## src/sdl_regs.svh

```systemverilog
`ifndef SDL_REGS_SVH
`define SDL_REGS_SVH

// ****************************************************************
// Field widths and positions
// ****************************************************************
`define SDL_CFG_W        8
`define SDL_REF_LO_W     13
`define SDL_REF_HI_W     3
`define SDL_REF_HI_MSB   15
`define SDL_REF_HI_LSB   13
`define SDL_LOOP_W       24
`define SDL_SHIFT_W      24
`define SDL_CNT_W        6
`define SDL_OUTA_MSB     23
`define SDL_OUTA_LSB     22

// ****************************************************************
// Transfer lengths and codes
// ****************************************************************
`define SDL_CNT_NONE     6'h00
`define SDL_CNT_CFG      6'h08
`define SDL_CNT_REF      6'h10
`define SDL_CNT_LOOP     6'h18
`define SDL_CNT_MAX      6'h3F
`define SDL_OUTA_DOUT    2'h1

// ****************************************************************
// Reset values
// ****************************************************************
`define SDL_CFG_RST      8'h00
`define SDL_REF_LO_RST   13'h0000
`define SDL_REF_HI_RST   3'h0
`define SDL_LOOP_RST     24'h400000
`define SDL_SHIFT_RST    24'h000000

`endif

```

## src/sdl_pkg.sv

```systemverilog
package sdl_pkg;

	// Serial port sequencing states
	typedef enum logic [1:0] {
		sdl_idle  = 2'b00,
		sdl_shift = 2'b01,
		sdl_lost  = 2'b10
	} sdl_port_t;

endpackage

```

## src/sdl_loader.sv

```systemverilog
`timescale 1ns/1ps
`include "sdl_regs.svh"

// Functional notes
// - Words arrive MSB first and each data bit is taken on the serial clock rising edge.
// - An 8-clock transfer lands in the configuration word when select is released.
// - A 16-clock transfer lands in the reference divider word, its low 13 bits in the holding stage.
// - A 24-clock transfer lands in the loop divider word.
// - All programmable registers stay still while bits shift and change only on select release.
// - The low 13 reference bits have a holding stage and a separate active stage.
// - The upper 3 reference bits take effect at once when a 16-clock transfer ends.
// - Loading the loop divider word also copies the reference holding stage to the active stage.
// - A select pulse with no clock edges copies the holding stage to the active stage only.
// - The target register follows from transfer length alone, in any order.
// - The select rising edge commits the shifted word according to the clock count.
// - With select high, clock edges are ignored and the port stays initialised.
// - In cascade mode the shift register MSB is driven out on the clock falling edge.
module sdl_loader
	import sdl_pkg::*;
(
	// Clock and reset
	input  wire logic                        ref_clk,
	input  wire logic                        nrst,
	// Serial programming pins
	input  wire logic                        ser_clk,
	input  wire logic                        ser_din,
	input  wire logic                        port_select_n,
	// Cascade data out
	output logic                             cascade_dout_r,
	// Programmed registers
	output logic [`SDL_CFG_W-1:0]            config_word_r,
	output logic [`SDL_REF_LO_W-1:0]         ref_hold_r,
	output logic [`SDL_REF_LO_W-1:0]         ref_active_r,
	output logic [`SDL_REF_HI_W-1:0]         ref_mode_r,
	output logic [`SDL_LOOP_W-1:0]           loop_divider_word_r
);

	// ****************************************************************
	// Pin synchronisers
	// ****************************************************************
	logic                    sclk_s1;
	logic                    sclk_s2;
	logic                    sclk_s3;
	logic                    din_s1;
	logic                    din_s2;
	logic                    din_s3;
	logic                    sel_s1;
	logic                    sel_s2;

	// Limitation: each serial clock phase must last three system clocks,
	// or two edges fold into one and a bit is lost from the count.
	// Data takes the same path one stage deeper, so the bit taken at a
	// rising edge is the one that stood on the pin before that edge.
	// Two stages before use, a third for edge detection
	always_ff @(posedge ref_clk) begin
		if (!nrst) begin
			sclk_s1 <= 1'b0;
			sclk_s2 <= 1'b0;
			sclk_s3 <= 1'b0;
			din_s1  <= 1'b0;
			din_s2  <= 1'b0;
			din_s3  <= 1'b0;
			sel_s1  <= 1'b1;
			sel_s2  <= 1'b1;
		end else begin
			sclk_s1 <= ser_clk;
			sclk_s2 <= sclk_s1;
			sclk_s3 <= sclk_s2;
			din_s1  <= ser_din;
			din_s2  <= din_s1;
			din_s3  <= din_s2;
			sel_s1  <= port_select_n;
			sel_s2  <= sel_s1;
		end
	end

	// ****************************************************************
	// Decode
	// ****************************************************************
	sdl_port_t               state_r;
	sdl_port_t               state_nxt;
	logic [`SDL_SHIFT_W-1:0] shift_r;
	logic [`SDL_CNT_W-1:0]   cnt_r;
	wire                     sclk_rise;
	wire                     sclk_fall;
	wire                     shifting;
	wire                     commit;
	wire                     cmt_cfg;
	wire                     cmt_ref;
	wire                     cmt_loop;
	wire                     cmt_copy;
	wire                     dout_mode;
	wire                     copy_active;

	// Edges seen on the synchronised clock
	assign sclk_rise = sclk_s2 & ~sclk_s3;
	assign sclk_fall = ~sclk_s2 & sclk_s3;
	// Select released cleanly, with the clock low
	assign shifting  = (state_r == sdl_shift) & ~sel_s2;
	assign commit    = (state_r == sdl_shift) & sel_s2 & ~sclk_s2;
	// Length alone picks the target; odd lengths commit nothing
	assign cmt_cfg   = commit & (cnt_r == `SDL_CNT_CFG);
	assign cmt_ref   = commit & (cnt_r == `SDL_CNT_REF);
	assign cmt_loop  = commit & (cnt_r == `SDL_CNT_LOOP);
	assign cmt_copy  = commit & (cnt_r == `SDL_CNT_NONE);
	assign dout_mode = loop_divider_word_r[`SDL_OUTA_MSB:`SDL_OUTA_LSB] == `SDL_OUTA_DOUT;
	// Both loop loads and bare pulses refresh the active stage
	assign copy_active = cmt_loop | cmt_copy;

	// ****************************************************************
	// Port sequencer
	// ****************************************************************
	// Select moving while the clock is high drops sync until both rest
	// A lost transfer commits nothing, not even the active-stage copy,
	// and the port stays deaf until select is high with the clock low.
	// Trade-off: a glitchy select costs one transfer, never a bad word.
	always_comb begin
		state_nxt = state_r;
		case (state_r)
			sdl_idle: begin
				if (!sel_s2) begin
					state_nxt = sclk_s2 ? sdl_lost : sdl_shift;
				end
			end
			sdl_shift: begin
				if (sel_s2) begin
					state_nxt = sclk_s2 ? sdl_lost : sdl_idle;
				end
			end
			sdl_lost: begin
				if (sel_s2 && !sclk_s2) begin
					state_nxt = sdl_idle;
				end
			end
			default: begin
				state_nxt = sdl_idle;
			end
		endcase
	end

	always_ff @(posedge ref_clk) begin
		if (!nrst) begin
			state_r <= sdl_idle;
		end else begin
			state_r <= state_nxt;
		end
	end

	// ****************************************************************
	// Shift register and clock counter
	// ****************************************************************
	// MSB-first capture
	always_ff @(posedge ref_clk) begin
		if (!nrst || state_r != sdl_shift) begin
			shift_r <= `SDL_SHIFT_RST;
			cnt_r   <= `SDL_CNT_NONE;
		end else if (shifting && sclk_rise) begin
			shift_r <= {shift_r[`SDL_SHIFT_W-2:0], din_s3};
			cnt_r   <= (cnt_r == `SDL_CNT_MAX) ? cnt_r : cnt_r + 6'h01;
		end
	end

	always_ff @(posedge ref_clk) begin
		if (!nrst) begin
			cascade_dout_r <= 1'b0;
		end else if (dout_mode && shifting && sclk_fall) begin
			cascade_dout_r <= shift_r[`SDL_SHIFT_W-1];
		end
	end

	// ****************************************************************
	// Programmable registers
	// ****************************************************************
	// Commit on release only
	always_ff @(posedge ref_clk) begin
		if (!nrst) begin
			config_word_r       <= `SDL_CFG_RST;
			ref_hold_r          <= `SDL_REF_LO_RST;
			ref_mode_r          <= `SDL_REF_HI_RST;
			loop_divider_word_r <= `SDL_LOOP_RST;
		end else begin
			if (cmt_cfg) begin
				config_word_r <= shift_r[`SDL_CFG_W-1:0];
			end
			if (cmt_ref) begin
				ref_hold_r <= shift_r[`SDL_REF_LO_W-1:0];
				ref_mode_r <= shift_r[`SDL_REF_HI_MSB:`SDL_REF_HI_LSB];
			end
			if (cmt_loop) begin
				loop_divider_word_r <= shift_r;
			end
		end
	end

	always_ff @(posedge ref_clk) begin
		if (!nrst) begin
			ref_active_r <= `SDL_REF_LO_RST;
		end else if (copy_active) begin
			ref_active_r <= ref_hold_r;
		end
	end
endmodule

```

## config.mk

```make
export PLATFORM = sky130hd
export DESIGN_NAME = sdl_loader
export DESIGN_NICKNAME = d
export VERILOG_FILES = /design/src/sdl_pkg.sv /design/src/sdl_loader.sv
export VERILOG_INCLUDE_DIRS = /design/src
export SDC_FILE = /design/constraint.sdc
export NUM_CORES = 1
export LEC_CHECK = 0
export BUFFER_PORTS_ARGS = -buffer_cell sky130_fd_sc_hd__clkbuf_2
export CORE_ASPECT_RATIO = 0.5
export CORE_MARGIN = 2
export CORE_UTILIZATION = 31
export DETAILED_ROUTE_END_ITERATION = 7
export PLACE_DENSITY = 0.58
export SLEW_MARGIN = 20
export SYNTH_ARGS = -nofsm -noshare
export SYNTH_HDL_FRONTEND = slang
export SYNTH_SLANG_ARGS = --single-unit
```

## constraint.sdc

```tcl
create_clock -name ref_clk -period 2.53 [get_ports ref_clk]
set_clock_uncertainty 0.15 [all_clocks]
set_input_delay 0.6325 -clock ref_clk [delete_from_list [all_inputs] [get_ports ref_clk]]
set_output_delay 0.6325 -clock ref_clk [all_outputs]
set_load 0.1 [all_outputs]
```

# ---- Word level (Yosys, flattened, before mapping)
# Index checks and enable logic that the tools add are counted.
dict set report word_totals {
  ff_bits 102
  output_inout_bits 62
}
dict set report op_classes {
  muxes 6
  add_sub_neg 1
  eq_ne 11
  bitwise_logic 14
  n_reduce_logical 11
}
# operator count
set ops {}
lappend ops {{$eq 6x5->1 const B} 2}
lappend ops {{$mux 2} 5}
lappend ops {{$and 1x1->1} 9}
lappend ops {{$add 6x1->6 const B} 1}
lappend ops {{$eq 6x4->1 const B} 1}
lappend ops {{$eq 6x6->1 const B} 1}
lappend ops {{$logic_not 6->1} 1}
lappend ops {{$ne 2x2->1 const B} 3}
lappend ops {{$pmux 2 s3} 1}
lappend ops {{$eq 2x1->1 const B} 2}
lappend ops {{$logic_and 1x1->1} 4}
lappend ops {{$not 1->1} 4}
lappend ops {{$reduce_and 3->1} 1}
lappend ops {{$eq 2x2->1 const B} 1}
lappend ops {{$logic_not 1->1} 2}
lappend ops {{$logic_not 2->1} 1}
lappend ops {{$ne 2x1->1 const B} 1}
lappend ops {{$reduce_and 2->1} 1}
lappend ops {{$logic_or 1x1->1} 1}
lappend ops {{$or 1x1->1} 1}

# ---- Logic depth before layout (Yosys ltp)
# Gate-level depths: netlist of the first run.
dict set report depth {
  word_depth 5
  mapped_depth 8
  ltp_nobuf 6
}

# ---- Least setup slack after synthesis of the first run
# OpenSTA, ideal clock, no wires.
dict set report synth_path {
  path_type {in2reg}
  from {input nrst}
  to {register cnt_r[4]}
  path_stages 5
  arrival_time_ns 1.549
  path_slack_ns 0.753
  path_cell_list {buf_2 > inv_2 > or3_1 > clkbuf_1 > nor3_1}
}
dict set report synth_between {
  elab_chain_len 2
}
# element line
set synth_rtl {}
lappend synth_rtl {{start: declaration} sdl_loader.sv:23} ;# input wire logic nrst,
lappend synth_rtl {{$logic_not 1->1} --}
lappend synth_rtl {{$logic_or 1x1->1} sdl_loader.sv:154} ;# if (!nrst || state_r != sdl_shift) begin
lappend synth_rtl {{end signal: assignment} sdl_loader.sv:156} ;# cnt_r <= `SDL_CNT_NONE;
lappend synth_rtl {{end signal: assignment} sdl_loader.sv:159} ;# cnt_r <= (cnt_r == `SDL_CNT_MAX) ? cnt_r : cnt_r + 6'h01;
lappend synth_rtl {{end: declaration} sdl_loader.sv:83} ;# logic [`SDL_CNT_W-1:0] cnt_r;
# No other way between the ends.
# A chain may end at the register's enable or synchronous reset.

# ---- Worst setup path in the final report of the first run
dict set report layout_path {
  from {register cnt_r[0]}
  to {register loop_divider_word_r[22]}
}
dict set report layout_between {
  elab_chain_len 2
}
# element line
set layout_rtl {}
lappend layout_rtl {{$eq 6x5->1 (no line)} --}
lappend layout_rtl {{$and 1x1->1} sdl_loader.sv:104} ;# assign cmt_loop = commit & (cnt_r == `SDL_CNT_LOOP);
lappend layout_rtl {{end signal: assignment} sdl_loader.sv:180} ;# loop_divider_word_r <= `SDL_LOOP_RST;
lappend layout_rtl {{end signal: assignment} sdl_loader.sv:190} ;# loop_divider_word_r <= shift_r;
lappend layout_rtl {{end: declaration} sdl_loader.sv:35} ;# output logic [`SDL_LOOP_W-1:0] loop_divider_word_r
# No other way between the ends.

==> results.ini, run 1 <==
[pwr]
vdd_drop_max_uv = 350
power-per-cell-area_nw_per_um2 = 682
leakagePower_nw = 2.19

[die]
start_util_pct = 31.7
num_rows = 28
die_h_um = 81.6
ios = 67
core_sq_um = 11800
dieArea_sq_um = 13000
chipWidth_um = 159

[cts]
insertion_delay_ns = 0.34
cts_tree = done
htree_levels = 3
cts_root_buf = clkbuf_16
clockBufferDepth = 2
hold_buffers = 0
path_clk_slew_ns = 0.07
clock_sinks = 102
cts_buffers = 9
cts_resized = 0
postCtsSetupRepairBufs = 0

[yosys]
synth_area_leaders = dfxtp_1 (55%), mux2i_1 (17%), nor2_1 (6.5%)
synthCells = 378
yosysTopAreaCellShare_pct = 54.7
synth_common_cells = dfxtp_1 (102), nor2_1 (65), mux2i_1 (63)
yosysSeqAreaShare_pct = 54.7
netlist_area_sq_um = 3730
synth.most_common_cell = dfxtp_1
async_reset_ff_share_pct = 0
syn_area_per_cell_sq_um = 9.88
synth_edf_count = 0
synthFlopType = dfxtp_1
yosys_register_bits = 102
yosysWarnings = 0
syn_nets = 385
yosysTopAreaCell = dfxtp_1
synth_cell_types = 39

[critical_path]
r2r_cells = 6
critPathMaxFanout = 24
rrSetupSlack_ns = 0.34
endpoint_kind = flip-flop
path_class = flip-flop to flip-flop
r2r_start = cnt_r[0]
critPathRequiredTime_ns = 2.62
worstPathBufferInverterCount = 1
cp_slowest_stage_delay_ns = 0.57
critPathLaunchType = flip-flop
critPathTopFamily = simple AND/OR/NAND/NOR gates
crit_path_cell_trace = inv_1, ha_1, nor4b_4, nand4_4, mux2i_1, nand2_1
crit_slowest_cell = nand4_4
rr_endpoint = loop_divider_word_r[22]
crit_arrival_ns = 2.27

[detailed_routing]
wl_per_cell_um = 13.2
wl_um = 8020
ant_nets = 0
drt-initial-drc-count = 148
viasPerCell = 4.38
vias = 2665
drt-pass1-iter-count = 4
route.detailed.drc = 0

[sta]
setup_tns_ns = 0
setup_viol = 0
worstMarginPinSlew_ns = 0.704
maxSlewViolCount = 0
fin_crit_ns = 2.19
hold_viol = 0
relSlewSlack_pct = 53.1
rsz0062_at_grt = false
fmax_ghz = 0.457
fin_ws_ns = 0.341
fin_crit_sh_pct = 86.5

[placement]
place.gp.congestion = 0.756
hpwl_um = 5120
dp_slack_ns = 0.306
io_buffers = 66

[cells_and_area]
area_delta_synth_final_pct = 20.6
layout-drive-gt1-share_pct = 21.8
diodes = 0
fin_nets = 446

[job]
drv_cap = 0

[global_routing]
grt_max_degree = 64
grt_pass1_wl_um = 12400
track_usage_pct = 12.2
grt-ovfl-total = 0
grt_antenna_before_repair = 0
first_global_vias = 2354

[hold_path]
min_from = sel_s1
hold_path_class = flip-flop to flip-flop
hold_path_depth = 1
holdPathEnd = sel_s2

[run_status]
status = completed

[flip-flops by register name, summed over array words and instances (netlist names), 2 cells and up]
signal and flops:
loop_divider_word_r 24, shift_r 24, ref_active_r 13, ref_hold_r 13
config_word_r 8, cnt_r 6, ref_mode_r 3, state_r 2
[power breakdown]
part	leakage, nW	switching [W]	internal, W	total, W
logic	1.22	0.0000291	0.0000116	0.0000407
registers	0.823	0.00000363	0.00161	0.00161
clock network	0.152	0.000595	0.000821	0.00142
[cells in the final DEF, fill, tap and decap left out, types with 3 or more instances in the layout]
master	instances
a21oi_1	27
and2_1	7
buf_4	7
clkbuf_16	9
clkbuf_2	66
dfxtp_1	102
inv_1	7
mux2i_1	63
nand2_1	50
nor2_1	65
or3_1	3
[worst reg2reg max path, delay by kind of cell (launching register included)]
| family | cells | cell delay [ns] |
|---|---|---|
| AND/OR/NAND/NOR | 3 | 0.99 |
| multiplexers | 1 | 0.39 |
| adder cells (fa/ha/maj) | 1 | 0.15 |
| buffers and inverters | 1 | 0.09 |
| flip-flops | 1 | 0.33 |
[cells by family (layout without fill, tap and decap cells)]
kind of cell | count (synthesis) | after routing | synth area share [%]
flops | 102 | 102 | 54.7
simple gates | 143 | 143 | 17.7
buf+inv | 31 | 97 | 4.29
fa+ha+maj | 3 | 3 | 0.938
compound gates | 34 | 34 | 5.06
xor+xnor | 2 | 2 | 0.469
mux | 63 | 63 | 16.9
[through the flow]
stage	instances	power (W)	instance area (sq um)	hold slack, ns	util (%)
final	609	0.00307	4500	0.266	38.3
after global routing	609	0.00319	4500	0.301	38.3
after detailed placement	593	0.00169	4190	0.257	35.6
after global placement	593	0.00169	4190	0.255	35.6
after floorplan	378	0.00168	3730	0.236	-
after CTS	609	0.00312	4500	0.273	38.3
[worst max-delay path by stage]
stage / from / to / slack (ns) / cells past startpoint
after global routing: cnt_r[0] / loop_divider_word_r[22] / 0.14 / 6
after floorplan: nrst / cnt_r[4] / 0.75 / 5
final: cnt_r[0] / loop_divider_word_r[22] / 0.34 / 6
after global placement: cnt_r[0] / loop_divider_word_r[22] / 0.36 / 6
after CTS: cnt_r[0] / loop_divider_word_r[22] / 0.31 / 6
after detailed placement: cnt_r[0] / loop_divider_word_r[22] / 0.31 / 6
[routing by layer]
layer  track usage [%]  wire length (um)  vias up
met5                 0                 0        -
met4              4.64                63        0
met3              3.43               334        7
met2              18.2              3470       44
met1              17.0              4150     1233
li1                  -                 -     1381
[final cells by class]
type	instances	area, sq um
repair buffers	73	383
clock inverters	5	56.3
inverters	8	30.0
fillers	1202	7270
clock buffers	11	253
flip-flops and latches	102	2040
well taps	165	206
multi-input cells	245	1530
Note: power is estimated with default switching activity, not from simulation.
==> inputs of run 2 (changes only) <==
--- a/config.mk
+++ b/config.mk
@@ -9,9 +9,9 @@
 export BUFFER_PORTS_ARGS = -buffer_cell sky130_fd_sc_hd__clkbuf_2
 export CORE_ASPECT_RATIO = 0.5
 export CORE_MARGIN = 2
-export CORE_UTILIZATION = 31
+export CORE_UTILIZATION = 35
 export DETAILED_ROUTE_END_ITERATION = 7
-export PLACE_DENSITY = 0.58
+export PLACE_DENSITY = 0.63
 export SLEW_MARGIN = 20
 export SYNTH_ARGS = -nofsm -noshare
 export SYNTH_HDL_FRONTEND = slang
==> run 2 against run 1 <==
Effect of this change:
- sequential cell count unchanged
- routed wire length down 7.5%
- sequential power about the same
- maximum frequency grew 2.7%
- clock power is 6% higher
- core utilization up 5.5 points
- power grew 2.9%
==> results.ini, run 2 (synthesis gave the netlist of run 1 again) <==
[hold_path]
hold_path_class = flip-flop to flip-flop

[global_routing]
grt-ovfl-total = 0
grt_pass1_wl_um = 12100
grt_antenna_before_repair = 0
track_usage_pct = 13.3
first_global_vias = 2391
grt_max_degree = 64

[pwr]
power-per-cell-area_nw_per_um2 = 702
leakagePower_nw = 2.20
vdd_drop_max_uv = 298

[die]
dieArea_sq_um = 11600
start_util_pct = 36.3
ios = 67
die_h_um = 77.0
core_sq_um = 10300
chipWidth_um = 150
num_rows = 26

[sta]
fin_crit_sh_pct = 84.2
relSlewSlack_pct = 56.1
maxSlewViolCount = 0
setup_tns_ns = 0
fin_crit_ns = 2.13
worstMarginPinSlew_ns = 0.659
setup_viol = 0
rsz0062_at_grt = false
fmax_ghz = 0.469
hold_viol = 0

[detailed_routing]
drt-initial-drc-count = 139
viasPerCell = 4.58
route.detailed.drc = 0
vias = 2673
wl_um = 7410
drt-pass1-iter-count = 4
ant_nets = 0
wl_per_cell_um = 12.7

[cells_and_area]
fillerInstances = 1015
diodes = 0
final_area_sq_um = 4500
layout-drive-gt1-share_pct = 21.7
fin_nets = 445
layout_commonest_cell = dfxtp_1
area_delta_synth_final_pct = 20.4
mostFrequentLayoutCells = dfxtp_1 (102), clkbuf_2 (66), nor2_1 (65), mux2i_1 (63), nand2_1 (50)
top_regs = loop_divider_word_r: 24 flops, shift_r: 24 flops
multi_input_area_sq_um = 1530
final-seq-area_sq_um = 2040

[placement]
place.gp.congestion = 0.714
hpwl_um = 4890
place_area_sq_um = 4170
io_buffers = 66

[cts]
clock_sinks = 102
cts_root_buf = clkbuf_16
clockBufferDepth = 2
hold_buffers = 0
path_clk_slew_ns = 0.06
postCtsSetupRepairBufs = 0
cts_buffers = 9
cts_resized = 0
cts_tree = done
htree_levels = 3
insertion_delay_ns = 0.34

[job]
drv_cap = 0

[critical_path]
critPathMaxFanout = 24
path_class = flip-flop to flip-flop
critPathRequiredTime_ns = 2.58
crit_arrival_ns = 2.19
critPathLaunchType = flip-flop
endpoint_kind = flip-flop

[run_status]
status = completed

-- run 2: cell count changes in the layout (fill, tap and decap cells not counted) --
cell        delta
buf_12         +1
buf_4          -2
bufinv_16      +1
clkbuf_8       -1
clkinv_2       -1
clkinv_4       +1
clkinvlp_4     -1
inv_6          +1
-- run 2: power by group --
group	switching, W	internal, W	leakage (nW)
Clock	0.000606	0.000901	0.163
Sequential	0.00000375	0.00161	0.823
Combinational	0.0000277	0.0000113	1.22
Total	0.000637	0.00252	2.20
-- run 2: area by class of cell --
| class | count | area share [%] |
|---|---|---|
| well taps | 140 | 3.89 |
| inverters | 8 | 0.668 |
| repair buffers | 72 | 8.62 |
| clock inverters | 6 | 2.03 |
| clock buffers | 10 | 5.31 |
| multi-input cells | 245 | 34.1 |
| flip-flops and latches | 102 | 45.4 |
-- run 2: path summary, 6_finish.rpt --
path / from / to / slack, ns / cells past startpoint
worst max-delay path: cnt_r[0] / loop_divider_word_r[14] / 0.40 / 7
worst min-delay path: sel_s1 / sel_s2 / 0.26 / 1
worst max register to register: cnt_r[0] / loop_divider_word_r[14] / 0.40 / 7
worst min register to register: sel_s1 / sel_s2 / 0.26 / 1
-- run 2: stage by stage --
stage                     worst slack, ns  std cells  total power [W]  hold WS, ns  util, %
after floorplan                     0.753        378          0.00168        0.236        -
after global placement              0.414        567          0.00169        0.242     40.5
after detailed placement            0.359        567          0.00169        0.247     40.5
after CTS                           0.354        583          0.00320        0.263     43.8
after global routing                0.239        583          0.00326        0.277     43.8
final                               0.399        583          0.00316        0.260     43.8
-- run 2: layer usage --
metal / up-vias / track usage (%) / share of wire, %
met2: 46 / 20.2 / 44
met1: 1239 / 17.3 / 50
met4: 0 / 4.53 / 1.2
li1: 1379 / - / -
met3: 9 / 4.94 / 4.6
met5: - / 0 / 0
-- run 2: worst max-delay path, cell delays in order, from the launching register on --
cell and delay (ns):
dfxtp_1 0.32, inv_1 0.09, ha_1 0.15, nor4b_4 0.20
buf_4 0.18, nand4_4 0.50, mux2i_1 0.34, nor2_1 0.06
